`src/servo_cmd_defs.svh`:
```
`ifndef SERVO_CMD_DEFS_SVH
`define SERVO_CMD_DEFS_SVH

// ------------------------------------------------------------
// Shared host memory map
// ------------------------------------------------------------
`define ADDR_W 11
`define CMD_CODE_ADDR 11'h3c2
`define CMD_ARG0_ADDR 11'h3c3
`define CMD_BYTES 6
`define CMD_PTR_ARG1 3'h2
`define IRQ_CAUSE_ADDR 11'h009
`define IRQ_AXIS_ADDR 11'h00c
`define EVT_LOW_ADDR 11'h3fe
`define EVT_HIGH_ADDR 11'h7fe

// ------------------------------------------------------------
// Command codes and fields
// ------------------------------------------------------------
`define OP_NONE 8'h00
`define OP_OFFSET 8'h5f
`define OP_GAIN 8'h81
`define OP_RELAY 8'h59
`define EVT_OFFSET_BIT 6
`define CAUSE_OFFSET_BIT 6
`define AXIS_LAST 2'h3
`define GAIN_CODE_MAX 8'h04
`define GAIN_RESET 3'h0
`define POL_RESET 3'h7

// ------------------------------------------------------------
// Widths and timing
// ------------------------------------------------------------
`define AXES 4
`define LOOP_W 16
`define DRIVE_W 20
`define RELAYS 3
`define CLK_PERIOD_NS 10
`define TUNE_SETTLE_NS 10000
`define TUNE_SETTLE_CYC \
   ((`TUNE_SETTLE_NS + `CLK_PERIOD_NS - 1) / `CLK_PERIOD_NS)

`endif

```
`src/servo_cmd_pkg.sv`:
```
`include "servo_cmd_defs.svh"

package servo_cmd_pkg;

   // ---------------------------------------------------------
   // Command sequencer states
   // ---------------------------------------------------------
   typedef enum logic [2:0] {
      ST_IDLE   = 3'b000,
      ST_DECODE = 3'b001,
      ST_APPLY  = 3'b010,
      ST_TUNE   = 3'b011,
      ST_FINISH = 3'b100
   } cmd_state_t;

   // ---------------------------------------------------------
   // Port carriers
   // ---------------------------------------------------------
   typedef struct packed {
      logic we;
      logic [`ADDR_W-1:0] addr;
      logic [7:0] data;
   } host_wr_t;

   typedef struct packed {
      logic re;
      logic [`ADDR_W-1:0] addr;
   } host_rd_t;

   typedef struct packed {
      logic [`LOOP_W-1:0] loop_out;
      logic pos_zero;
      logic [`RELAYS-1:0] relay_req;
   } axis_in_t;

   typedef struct packed {
      logic [`DRIVE_W-1:0] drive;
      logic [`RELAYS-1:0] relay;
      logic [2:0] gain;
   } axis_out_t;

   // ---------------------------------------------------------
   // Module state
   // ---------------------------------------------------------
   typedef struct packed {
      cmd_state_t st;
      logic [`CMD_BYTES-1:0][7:0] cmd;
      logic [2:0] ptr;
      logic [1:0] axis;
      logic [`AXES-1:0][2:0] gain;
      logic [`AXES-1:0][`RELAYS-1:0] pol;
      logic [`AXES-1:0][`DRIVE_W-1:0] drv;
      logic [`AXES-1:0][`RELAYS-1:0] rly;
      logic [7:0] cause;
      logic [7:0] src;
      logic [7:0] evt_lo;
      logic [7:0] evt_hi;
      logic [7:0] rdata;
      logic irq;
      logic tune_start;
   } ctl_t;

   typedef struct packed {
      logic busy;
      logic [1:0] axis;
      logic [11:0] cnt;
      logic [`AXES-1:0][`DRIVE_W-1:0] off;
      logic done;
      logic [1:0] done_axis;
   } tune_t;

endpackage

```
`src/servo_output_command_handler.sv`:
```
`timescale 1ns/10ps
`include "servo_cmd_defs.svh"

module servo_output_command_handler (
   input wire logic clk_i,
   input wire logic rstn_i,
   input wire servo_cmd_pkg::host_wr_t host_wr_i,
   input wire servo_cmd_pkg::host_rd_t host_rd_i,
   output logic [7:0] host_rdata_o,
   output logic host_irq_o,
   input wire servo_cmd_pkg::axis_in_t [`AXES-1:0] axis_i,
   output servo_cmd_pkg::axis_out_t [`AXES-1:0] axis_o
);

   servo_cmd_pkg::ctl_t s_r;
   servo_cmd_pkg::ctl_t s_nxt;

   logic [`AXES-1:0][`DRIVE_W-1:0] raw_w;
   logic [`AXES-1:0][`DRIVE_W-1:0] drv_w;
   logic [`AXES-1:0][`RELAYS-1:0] rly_w;
   logic [`AXES-1:0][`DRIVE_W-1:0] offset_w;
   logic [`AXES-1:0] pos_zero_w;
   logic tune_done_w;
   logic [1:0] tune_axis_w;
   logic [`ADDR_W-1:0] wr_off;
   logic [`ADDR_W-1:0] rd_off;
   logic wr_in_cmd;
   logic rd_in_cmd;
   logic [7:0] sel_byte;
   logic [7:0] arg_byte;
   logic sel_onehot;
   logic [1:0] sel_axis;

   // ---------------------------------------------------------
   // Per-axis output path
   // ---------------------------------------------------------
   genvar k;
   generate
      for (k = 0; k < `AXES; k++) begin : g_axis
         // Shift of a sign-extended word; 4 spare bits hold x16
         assign raw_w[k] = {{(`DRIVE_W - `LOOP_W){axis_i[k].loop_out[
            `LOOP_W-1]}}, axis_i[k].loop_out} << s_r.gain[k];
         assign drv_w[k] = raw_w[k] - offset_w[k];
         // Axis 4 lines double as the general-purpose outputs
         assign rly_w[k] = ~(axis_i[k].relay_req ^ s_r.pol[k]);
         assign pos_zero_w[k] = axis_i[k].pos_zero;
         assign axis_o[k].drive = s_r.drv[k];
         assign axis_o[k].relay = s_r.rly[k];
         assign axis_o[k].gain = s_r.gain[k];
      end
   endgenerate

   // ---------------------------------------------------------
   // Offset tuning engine
   // ---------------------------------------------------------
   offset_tuner u_tuner (
      .clk_i(clk_i),
      .rstn_i(rstn_i),
      .start_i(s_r.tune_start),
      .axis_sel_i(s_r.axis),
      .pos_zero_i(pos_zero_w),
      .raw_i(raw_w),
      .offset_o(offset_w),
      .done_o(tune_done_w),
      .done_axis_o(tune_axis_w)
   );

   // ---------------------------------------------------------
   // Decode helpers
   // ---------------------------------------------------------
   assign wr_off = host_wr_i.addr - `CMD_CODE_ADDR;
   assign rd_off = host_rd_i.addr - `CMD_CODE_ADDR;
   assign wr_in_cmd = wr_off < `ADDR_W'(`CMD_BYTES);
   assign rd_in_cmd = rd_off < `ADDR_W'(`CMD_BYTES);
   assign sel_byte = s_r.cmd[1];
   assign arg_byte = s_r.cmd[s_r.ptr];
   assign sel_onehot = $onehot(sel_byte[`AXES-1:0])
      && sel_byte[7:`AXES] == 4'h0;

   // Bit k of the select byte names axis k+1
   always_comb begin
      sel_axis = 2'h0;
      if (sel_byte[1]) begin
         sel_axis = 2'h1;
      end
      if (sel_byte[2]) begin
         sel_axis = 2'h2;
      end
      if (sel_byte[3]) begin
         sel_axis = 2'h3;
      end
   end

   // ---------------------------------------------------------
   // Command sequencer and shared locations
   // ---------------------------------------------------------
   always_comb begin
      s_nxt = s_r;
      s_nxt.tune_start = 1'b0;
      s_nxt.drv = drv_w;
      s_nxt.rly = rly_w;

      unique case (s_r.st)
         servo_cmd_pkg::ST_IDLE: begin
            if (s_r.cmd[0] != `OP_NONE) begin
               s_nxt.st = servo_cmd_pkg::ST_DECODE;
            end
         end
         servo_cmd_pkg::ST_DECODE: begin
            s_nxt.axis = 2'h0;
            s_nxt.ptr = `CMD_PTR_ARG1;
            unique case (s_r.cmd[0])
               `OP_OFFSET: begin
                  // Several or no axis bits: refused, nothing tuned
                  if (sel_onehot) begin
                     s_nxt.axis = sel_axis;
                     s_nxt.tune_start = 1'b1;
                     s_nxt.st = servo_cmd_pkg::ST_TUNE;
                  end else begin
                     s_nxt.st = servo_cmd_pkg::ST_FINISH;
                  end
               end
               `OP_GAIN, `OP_RELAY: begin
                  s_nxt.st = servo_cmd_pkg::ST_APPLY;
               end
               default: begin
                  s_nxt.st = servo_cmd_pkg::ST_FINISH;
               end
            endcase
         end
         servo_cmd_pkg::ST_APPLY: begin
            // One axis per cycle; argument pointer moves only on hits
            if (sel_byte[s_r.axis]) begin
               if (s_r.cmd[0] == `OP_GAIN) begin
                  // Codes above 4 are dropped, old gain stays
                  if (arg_byte <= `GAIN_CODE_MAX) begin
                     s_nxt.gain[s_r.axis] = arg_byte[2:0];
                  end
               end else begin
                  s_nxt.pol[s_r.axis] = arg_byte[2:0];
               end
               s_nxt.ptr = s_r.ptr + 3'h1;
            end
            if (s_r.axis == `AXIS_LAST) begin
               s_nxt.st = servo_cmd_pkg::ST_FINISH;
            end else begin
               s_nxt.axis = s_r.axis + 2'h1;
            end
         end
         servo_cmd_pkg::ST_TUNE: begin
            if (tune_done_w) begin
               s_nxt.st = servo_cmd_pkg::ST_FINISH;
            end
         end
         servo_cmd_pkg::ST_FINISH: begin
            s_nxt.cmd[0] = `OP_NONE;
            s_nxt.st = servo_cmd_pkg::ST_IDLE;
         end
         default: begin
            s_nxt.st = servo_cmd_pkg::ST_IDLE;
         end
      endcase

      // Host read port and read-to-clear status
      s_nxt.rdata = 8'h00;
      if (host_rd_i.re) begin
         if (rd_in_cmd) begin
            s_nxt.rdata = s_r.cmd[rd_off[2:0]];
         end
         unique case (host_rd_i.addr)
            `IRQ_CAUSE_ADDR: begin
               s_nxt.rdata = s_r.cause;
               s_nxt.cause = 8'h00;
               s_nxt.irq = 1'b0;
            end
            `IRQ_AXIS_ADDR: begin
               s_nxt.rdata = s_r.src;
            end
            `EVT_LOW_ADDR: begin
               s_nxt.rdata = s_r.evt_lo;
               s_nxt.evt_lo = 8'h00;
            end
            `EVT_HIGH_ADDR: begin
               s_nxt.rdata = s_r.evt_hi;
               s_nxt.evt_hi = 8'h00;
            end
            default: begin
            end
         endcase
      end

      // Host write after the sequencer, so a new code beats the clear
      if (host_wr_i.we && wr_in_cmd) begin
         s_nxt.cmd[wr_off[2:0]] = host_wr_i.data;
      end

      // Completion last: a set in the clearing cycle wins
      if (tune_done_w) begin
         s_nxt.cause[`CAUSE_OFFSET_BIT] = 1'b1;
         s_nxt.irq = 1'b1;
         s_nxt.src = 8'h01 << tune_axis_w;
         s_nxt.evt_lo[`EVT_OFFSET_BIT] = 1'b1;
         s_nxt.evt_hi[`EVT_OFFSET_BIT] = 1'b1;
      end
   end

   always_ff @(posedge clk_i or negedge rstn_i) begin
      if (!rstn_i) begin
         s_r <= '0;
         s_r.gain <= {`AXES{`GAIN_RESET}};
         s_r.pol <= {`AXES{`POL_RESET}};
      end else begin
         s_r <= s_nxt;
      end
   end

   assign host_rdata_o = s_r.rdata;
   assign host_irq_o = s_r.irq;
endmodule

```
`src/offset_tuner.sv`:
```
`timescale 1ns/10ps
`include "servo_cmd_defs.svh"

module offset_tuner (
   input wire logic clk_i,
   input wire logic rstn_i,
   input wire logic start_i,
   input wire logic [1:0] axis_sel_i,
   input wire logic [`AXES-1:0] pos_zero_i,
   input wire logic [`AXES-1:0][`DRIVE_W-1:0] raw_i,
   output logic [`AXES-1:0][`DRIVE_W-1:0] offset_o,
   output logic done_o,
   output logic [1:0] done_axis_o
);

   servo_cmd_pkg::tune_t s_r;
   servo_cmd_pkg::tune_t s_nxt;
   logic [`DRIVE_W-1:0] sel_raw;

   assign sel_raw = raw_i[s_r.axis];

   // ---------------------------------------------------------
   // Settle and capture
   // ---------------------------------------------------------
   // Zero error must hold for the whole settle time; a glitch
   // restarts the count so a passing zero crossing is not taken.
   always_comb begin
      s_nxt = s_r;
      s_nxt.done = 1'b0;
      if (!s_r.busy) begin
         if (start_i) begin
            s_nxt.busy = 1'b1;
            s_nxt.axis = axis_sel_i;
            s_nxt.cnt = '0;
         end
      end else if (!pos_zero_i[s_r.axis]) begin
         s_nxt.cnt = '0;
      end else if (s_r.cnt == 12'(`TUNE_SETTLE_CYC - 1)) begin
         s_nxt.off[s_r.axis] = sel_raw;
         s_nxt.busy = 1'b0;
         s_nxt.done = 1'b1;
         s_nxt.done_axis = s_r.axis;
      end else begin
         s_nxt.cnt = s_r.cnt + 12'h001;
      end
   end

   // Offsets are kept until rstn_i clears them or the same axis is tuned again
   always_ff @(posedge clk_i or negedge rstn_i) begin
      if (!rstn_i) begin
         s_r <= '0;
      end else begin
         s_r <= s_nxt;
      end
   end

   assign offset_o = s_r.off;
   assign done_o = s_r.done;
   assign done_axis_o = s_r.done_axis;

   genvar k;
   generate
      for (k = 0; k < `AXES; k++) begin : g_keep

      end
   endgenerate
endmodule

```
`config.mk`:
```
export PLATFORM = sky130hd
export DESIGN_NAME = servo_output_command_handler
export DESIGN_NICKNAME = d
export VERILOG_FILES = /design/src/servo_cmd_pkg.sv /design/src/servo_output_command_handler.sv /design/src/offset_tuner.sv
export VERILOG_INCLUDE_DIRS = /design/src /design/src/src
export SDC_FILE = /design/constraint.sdc
export NUM_CORES = 1
export LEC_CHECK = 0
export ABC_CLOCK_PERIOD_IN_PS = 5300
export BUFFER_PORTS_ARGS = -buffer_cell sky130_fd_sc_hd__buf_4
export CORE_UTILIZATION = 30
export DETAILED_ROUTE_END_ITERATION = 10
export PLACE_DENSITY = 0.47
export SLEW_MARGIN = 20
export SYNTH_ARGS = -nofsm -noshare
export SYNTH_HDL_FRONTEND = slang
export SYNTH_SLANG_ARGS = --single-unit
```
`constraint.sdc`:
```
create_clock -name clk_i -period 5.3 [get_ports clk_i]
set_clock_uncertainty 0.05 [all_clocks]
set_input_delay 0.795 -clock clk_i [delete_from_list [all_inputs] [get_ports clk_i]]
set_output_delay 0.795 -clock clk_i [all_outputs]
set_load 0.05 [all_outputs]
```
Word-level counts from Yosys, hierarchy flattened --
Index checks and enable logic that the tools add are counted.
Operators by class: div/mod/pow operators 0, add/subtract/negate cells 12, eq/ne operators 20, multipliers 0, $lt $le $gt $ge 12, reduce and logical (&&, ||, !) cells 26, muxes and demuxes 61, shift operators 5, bitwise gates (word level) 10
Operators with widths (number):
- 80-bit bitwise mux | 1
- 20-bit by 3-bit left shift with 20-bit output | 4
- 20-bit subtractor | 4
- 8-bit binary-select mux with 3-bit select | 2
- 48-bit bitwise mux | 1
- 8-bit 2-to-1 mux | 6
- 20-bit binary-select mux with 2-bit select | 1
- 20-bit demux with 2-bit select | 1
- 20-bit 2-to-1 mux | 2
- 12-bit 2-to-1 mux | 3
- 8-bit one-hot mux with 4 select lines | 1
- 7-bit 2-to-1 mux | 4
- 3-bit 2-to-1 mux | 9
- 12-bit bitwise mux | 2
- 8-bit demux with 3-bit select | 1
- 24-bit 2-to-1 mux | 1
- 11-bit by 4-bit equality test with 1-bit output (second input constant) | 2
- 11-bit by 3-bit < comparator with 1-bit output (second input constant) | 2
- 11-bit by 10-bit subtractor with 11-bit output (second input constant) | 2
- 8-bit by 7-bit equality test with 1-bit output (second input constant) | 2
- 15-bit 2-to-1 mux | 1
- 1-bit 2-to-1 mux | 14
- 2-bit AND reduction | 7
- 12-bit by 1-bit adder with 12-bit output (second input constant) | 1
- other kinds (39) | 72
Word-level totals: memory bits (read-only) 0, word-level logic and storage cells 187, bits in latches 0, bits in writable memories 0, output and inout port bits 113, bits in registers 291, input port bits 114, memories 0

Logic depth before layout (Yosys ltp) --
depth in word-level cells 7, gate-level depth with buffers 15, depth with buffers taken out 13

Hierarchy --
Synthesis repeated with hierarchy kept, for this count alone.
Second synthesis, totals: cells, all modules 1990, area total of the unflattened synthesis 19557.5 µm²
By module, submodules not included:
- servo_output_command_handler | instances 1, area an instance 14451.4 µm², cells each 1611, seq. area each 4719.5 µm²
- offset_tuner | instances 1, area an instance 5106.1 µm², cells each 379, seq. area each 2452.4 µm²

Worst setup path before layout --
OpenSTA, ideal clock, no wires.
path kind reg2reg, start point register s_r, in the netlist axis_o[2], end point register s_r, in the netlist axis_o[23], buffers on the path 4, slack 1.791 ns, data required time 5.146 ns, library setup time 0.104 ns, period minus slack after synthesis 3.509 ns, stages on the path, launching flop included 16, arrival 3.356 ns, cell sequence dfrtp_1 clkbuf_1 buf_1 clkbuf_1 nor2_1 a21oi_1 a21oi_1 ha_1 clkbuf_1 a2111oi_0 nor3_1 o21ai_1 a31oi_1 and2_1 o31a_1 o311ai_1
RTL lines:
- from (decl) | line servo_output_command_handler.sv:15 | servo_cmd_pkg::ctl_t s_r;
- from (signal assigned) | line servo_output_command_handler.sv:213 | s_r <= s_nxt;

==> report_table.html <==
<table>
<tr><th>Metric</th><th>Value</th></tr>
<tr><th colspan="2">Status</th></tr>
<tr><td>Result of the run</td><td>finished, final reports clean</td></tr>
<tr><th colspan="2">Clocking</th></tr>
<tr><td>TritonCTS buffer count</td><td>38</td></tr>
<tr><td>Worst-case clock buffer depth</td><td>3</td></tr>
<tr><td>Number of gates resized after CTS</td><td>0</td></tr>
<tr><td>Depth of the CTS H-tree</td><td>2</td></tr>
<tr><td>Number of clock sinks</td><td>286</td></tr>
<tr><td>Clock latency at the later pin of the worst-skew pair</td><td>0.58 ns</td></tr>
<tr><td>TritonCTS clock tree</td><td>built</td></tr>
<tr><td>Clock root buffer</td><td>sky130_fd_sc_hd__clkbuf_16</td></tr>
<tr><td>Hold bufs inserted after CTS</td><td>0</td></tr>
<tr><td>Number of buffers added for setup after CTS</td><td>0</td></tr>
<tr><td>Register clock-pin slew on the reported worst setup and hold paths</td><td>roughly 0.060 ns</td></tr>
<tr><th colspan="2">Critical path</th></tr>
<tr><td>Reg2reg setup slack</td><td>1.36 ns</td></tr>
<tr><td>Data required time at the worst endpoint</td><td>5.68 ns</td></tr>
<tr><td>WP data arrival</td><td>about 4.3 ns</td></tr>
<tr><td>CP cell instances</td><td>buf_4, inv_1, nor2_1, a21oi_1, a21oi_1, ha_1, a2111oi_0, nor3_1, o21ai_1, a21oi_1, o31ai_1, or4b_1, o311ai_0</td></tr>
<tr><td>FF-to-FF path depth</td><td>13</td></tr>
<tr><td>Critical path's most frequent cell</td><td>sky130_fd_sc_hd__a21oi_1</td></tr>
<tr><td>Sort of element at the end of the critical path</td><td>flip-flop</td></tr>
<tr><td>End of the worst register-to-register path</td><td>axis_o[101]</td></tr>
<tr><td>Worst R2R Start</td><td>axis_o[79]</td></tr>
<tr><td>Critical path's largest stage delay</td><td>0.72 ns</td></tr>
<tr><td>Max stage delay cell, worst path</td><td>sky130_fd_sc_hd__dfrtp_1</td></tr>
<tr><td>Highest fanout seen on the critical path</td><td>18</td></tr>
<tr><td>Launching element type of the critical path</td><td>flip-flop</td></tr>
<tr><td>Critical path type</td><td>reg -&gt; reg</td></tr>
<tr><th colspan="2">STA</th></tr>
<tr><td>Worst-Margin Slew</td><td>0.995 ns</td></tr>
<tr><td>Final hold violations</td><td>0</td></tr>
<tr><td>Headroom to the max-slew limit</td><td>33.7%</td></tr>
<tr><td>Count of endpoints failing setup in the final report</td><td>0</td></tr>
<tr><td>Highest achievable clock rate</td><td>0.254 GHz</td></tr>
<tr><td>Setup repair after global routing missed its margin</td><td>false</td></tr>
<tr><td>Minimum clock period</td><td>3.94 ns</td></tr>
<tr><td>Final max-slew violation count</td><td>0</td></tr>
<tr><td>Aggregate negative setup slack</td><td>0 ns</td></tr>
<tr><td>Worst hold margin</td><td>0.140 ns</td></tr>
<tr><td>Share of the clock period used by the worst path</td><td>74.3%</td></tr>
<tr><th colspan="2">Global routing</th></tr>
<tr><td>Initial antenna violation count</td><td>0</td></tr>
<tr><td>Via count of the first global-routing pass</td><td>13800</td></tr>
<tr><td>Pin count of the biggest net entering global routing</td><td>about 130</td></tr>
<tr><td>First-pass GRT wire length</td><td>78800 um</td></tr>
<tr><td>Total routing resource utilization after global routing</td><td>15.6%</td></tr>
<tr><td>Total congestion overflow after global routing</td><td>0</td></tr>
<tr><th colspan="2">Cells and area</th></tr>
<tr><td>Fraction of final layout cells with drive strength greater than 1</td><td>a little over a quarter</td></tr>
<tr><td>Footprint of the flip-flops and latches</td><td>slightly above 0.007 mm2</td></tr>
<tr><td>Most frequent cells in the layout</td><td>sky130_fd_sc_hd__dfrtp_1, sky130_fd_sc_hd__buf_4, sky130_fd_sc_hd__mux2_2, sky130_fd_sc_hd__inv_1, sky130_fd_sc_hd__nor2_1</td></tr>
<tr><td>Layout overhead on the synthesized area</td><td>15.8%</td></tr>
<tr><td>Count of antenna diodes in the layout</td><td>0</td></tr>
<tr><td>Final Net Count</td><td>around 2200</td></tr>
<tr><td>Footprint of the multi-input gates</td><td>around 0.01 mm2</td></tr>
<tr><td>Total of fill cells in the finished design</td><td>roughly 6400</td></tr>
<tr><td>Commonest non-fill, non-tap cell in the layout</td><td>sky130_fd_sc_hd__dfrtp_1</td></tr>
<tr><th colspan="2">Yosys</th></tr>
<tr><td>Number of flops mapped to enable cells by yosys</td><td>0</td></tr>
<tr><td>Top area cells in the synthesized netlist</td><td>sky130_fd_sc_hd__dfrtp_1, sky130_fd_sc_hd__mux2_2, sky130_fd_sc_hd__ha_1</td></tr>
<tr><td>Number of instances in the synthesized netlist</td><td>1887</td></tr>
<tr><td>Number of distinct library cells after synthesis</td><td>78</td></tr>
<tr><td>Number of warning messages in the yosys log</td><td>0</td></tr>
<tr><td>Post-synthesis area per instance</td><td>10.0 um2</td></tr>
<tr><td>Top cell type's share of synthesized area</td><td>36.3%</td></tr>
<tr><td>Commonest register cell after synthesis</td><td>sky130_fd_sc_hd__dfrtp_1</td></tr>
<tr><td>Seq/Total Area, Yosys</td><td>between 30% and 40%</td></tr>
<tr><td>Yosys top cell by area</td><td>sky130_fd_sc_hd__dfrtp_1</td></tr>
<tr><td>Post-synthesis cell area</td><td>0.0189 mm2</td></tr>
<tr><td>Net count after synthesis</td><td>about 2100</td></tr>
<tr><td>Seq cells post-synth</td><td>approximately 290</td></tr>
<tr><td>FFs w/ async S/R, synth</td><td>100%</td></tr>
<tr><th colspan="2">Drt</th></tr>
<tr><td>Via count</td><td>13800</td></tr>
<tr><td>Total wire length</td><td>49800 um</td></tr>
<tr><td>DRC violation total after the first TritonRoute iteration</td><td>674</td></tr>
<tr><td>Number of nets with antenna violations after detailed routing</td><td>0</td></tr>
<tr><td>Per-cell via count in the routed design</td><td>~4.9</td></tr>
<tr><td>Drt pass-1 iters</td><td>5</td></tr>
<tr><td>Average routed wire per standard cell</td><td>about 17 um</td></tr>
<tr><td>Residual DRC</td><td>0</td></tr>
<tr><th colspan="2">Hold path</th></tr>
<tr><td>Class of the worst hold path</td><td>in -&gt; async</td></tr>
<tr><th colspan="2">Die</th></tr>
<tr><td>Vertical die dimension</td><td>253 um</td></tr>
<tr><td>Core area</td><td>0.0619 mm2</td></tr>
<tr><td>Die footprint</td><td>0.0640 mm2</td></tr>
<tr><td>Width of the die</td><td>253 um</td></tr>
<tr><td>Top-level port count</td><td>227</td></tr>
<tr><td>Standard-cell row count</td><td>91</td></tr>
<tr><td>Starting density of the core</td><td>30.5%</td></tr>
<tr><th colspan="2">Power and ir drop</th></tr>
<tr><td>Peak supply drop</td><td>0.177 mV</td></tr>
<tr><td>Leakage Power</td><td>9.63 nW</td></tr>
<tr><td>Power per cell area</td><td>about 270 mW/mm2</td></tr>
<tr><td>Total power draw</td><td>roughly 0.0059 W</td></tr>
<tr><th colspan="2">Flow run</th></tr>
<tr><td>Max-cap check violation count</td><td>0</td></tr>
<tr><th colspan="2">Placement</th></tr>
<tr><td>Weighted congestion at the end of routability-driven global placement</td><td>0.885</td></tr>
<tr><td>Count of buffers inserted at the top-level ports</td><td>226</td></tr>
<tr><td>Sum of net half-perimeters after detailed placement</td><td>37200 um</td></tr>
</table>
synthesized netlist by cell type, types with 6 or more instances:
| cell | number |
|---|---|
| sky130_fd_sc_hd__nand2b_1 | 27 |
| sky130_fd_sc_hd__buf_1 | 9 |
| sky130_fd_sc_hd__a21oi_1 | 92 |
| sky130_fd_sc_hd__buf_4 | 113 |
| sky130_fd_sc_hd__mux4_2 | 16 |
| sky130_fd_sc_hd__a311oi_1 | 9 |
| sky130_fd_sc_hd__xnor2_1 | 48 |
| sky130_fd_sc_hd__and2_1 | 10 |
| sky130_fd_sc_hd__a22oi_1 | 10 |
| sky130_fd_sc_hd__o311ai_0 | 10 |
| sky130_fd_sc_hd__mux2_2 | 159 |
| sky130_fd_sc_hd__nor4_1 | 7 |
| sky130_fd_sc_hd__and3_1 | 17 |
| sky130_fd_sc_hd__clkbuf_1 | 46 |
| sky130_fd_sc_hd__mux2i_1 | 101 |
| sky130_fd_sc_hd__or3_1 | 6 |
| sky130_fd_sc_hd__nor2b_1 | 21 |
| sky130_fd_sc_hd__a21o_1 | 46 |
| sky130_fd_sc_hd__o21a_1 | 17 |
| sky130_fd_sc_hd__a2111oi_0 | 7 |
| sky130_fd_sc_hd__o21ai_0 | 96 |
| sky130_fd_sc_hd__ha_1 | 85 |
| sky130_fd_sc_hd__inv_1 | 125 |
| sky130_fd_sc_hd__mux2_4 | 36 |
| sky130_fd_sc_hd__buf_2 | 13 |
| sky130_fd_sc_hd__nand2_1 | 112 |
| sky130_fd_sc_hd__nor3_1 | 28 |
| sky130_fd_sc_hd__xor2_1 | 24 |
| sky130_fd_sc_hd__nand3b_1 | 7 |
| sky130_fd_sc_hd__dfrtp_1 | 274 |
| sky130_fd_sc_hd__nor2_1 | 124 |
| sky130_fd_sc_hd__nand3_1 | 34 |
| sky130_fd_sc_hd__a31oi_1 | 22 |
| sky130_fd_sc_hd__o31ai_1 | 12 |
| sky130_fd_sc_hd__nand4_1 | 11 |
| sky130_fd_sc_hd__dfstp_2 | 12 |
how the worst max path moves through the flow:
stage                          start          end  slack [ns]  cells after the start
after global routing      axis_o[79]  axis_o[101]        0.94                     13
after detailed placement  axis_o[53]   axis_o[76]        1.30                     10
after floorplan            axis_o[2]   axis_o[23]        1.79                     15
after CTS                 axis_o[53]   axis_o[77]        1.26                     12
after global placement    axis_o[53]   axis_o[76]        1.28                     10
final                     axis_o[79]  axis_o[101]        1.36                     13
metrics by stage:
stage               cells  worst slack [ns]  utilization [%]  area (um2)
floorplan            1887              1.79                -       18900
global placement     2782              1.28             33.3       20600
detailed placement   2782              1.30             33.3       20600
CTS                  2850              1.26             35.3       21900
global route         2850             0.938             35.3       21900
finish               2850              1.36             35.3       21900
area by class of cell:
| class | instances | share of cell area, % |
|---|---|---|
| Multi-Input combinational cell | 1290 | 46.1 |
| Sequential cell | 286 | 32.8 |
| Tap cell | 837 | 4.79 |
| Clock buffer | 52 | 4.86 |
| Clock inverter | 16 | 0.852 |
| Inverter | 126 | 2.16 |
| Timing Repair Buffer | 243 | 8.43 |
cells by family (layout without fill, tap and decap cells):
logic type,count (synthesis),in the layout,synth area share (%)
flops,286,286,37.9
compound gates,374,374,12.7
mux,313,313,19.6
simple gates,441,441,11.6
fa+ha+maj,90,90,6.15
xor+xnor,72,72,3.34
buf+inv,311,437,8.66
report_power, final:
group	switching, W	internal [W]
sequential	0.0000510	0.00227
combinational	0.000666	0.000369
clock	0.00107	0.00152
total	0.00179	0.00415
sequential cells by signal, summed over array words and instances, names as in the netlist:
register / count
axis_o: 104
host_rdata_o: 8
s_r: 68
sel_byte: 8
u_tuner.done_axis_o: 2
u_tuner.done_o: 1
u_tuner.offset_o: 80
u_tuner.s_r: 15
per-layer routing:
layer / vias to the layer above / GRT usage (%) / wire length [um]
li1: 6782 / - / -
met1: 6739 / 21.1 / 23100
met2: 269 / 25.4 / 23400
met3: 53 / 2.72 / 2370
met4: 0 / 4.29 / 891
met5: - / 0 / 0
critical path: cells and delay by family, from the launching register on:
kind	cells	cell delay, ns
buffers and inverters	2	0.47
flip-flops	1	0.72
AND/OR/NAND/NOR	3	0.68
adder cells (fa/ha/maj)	1	0.35
AO/OA/AOI/OAI	7	1.50
Note: power is estimated with default switching activity, not from simulation.
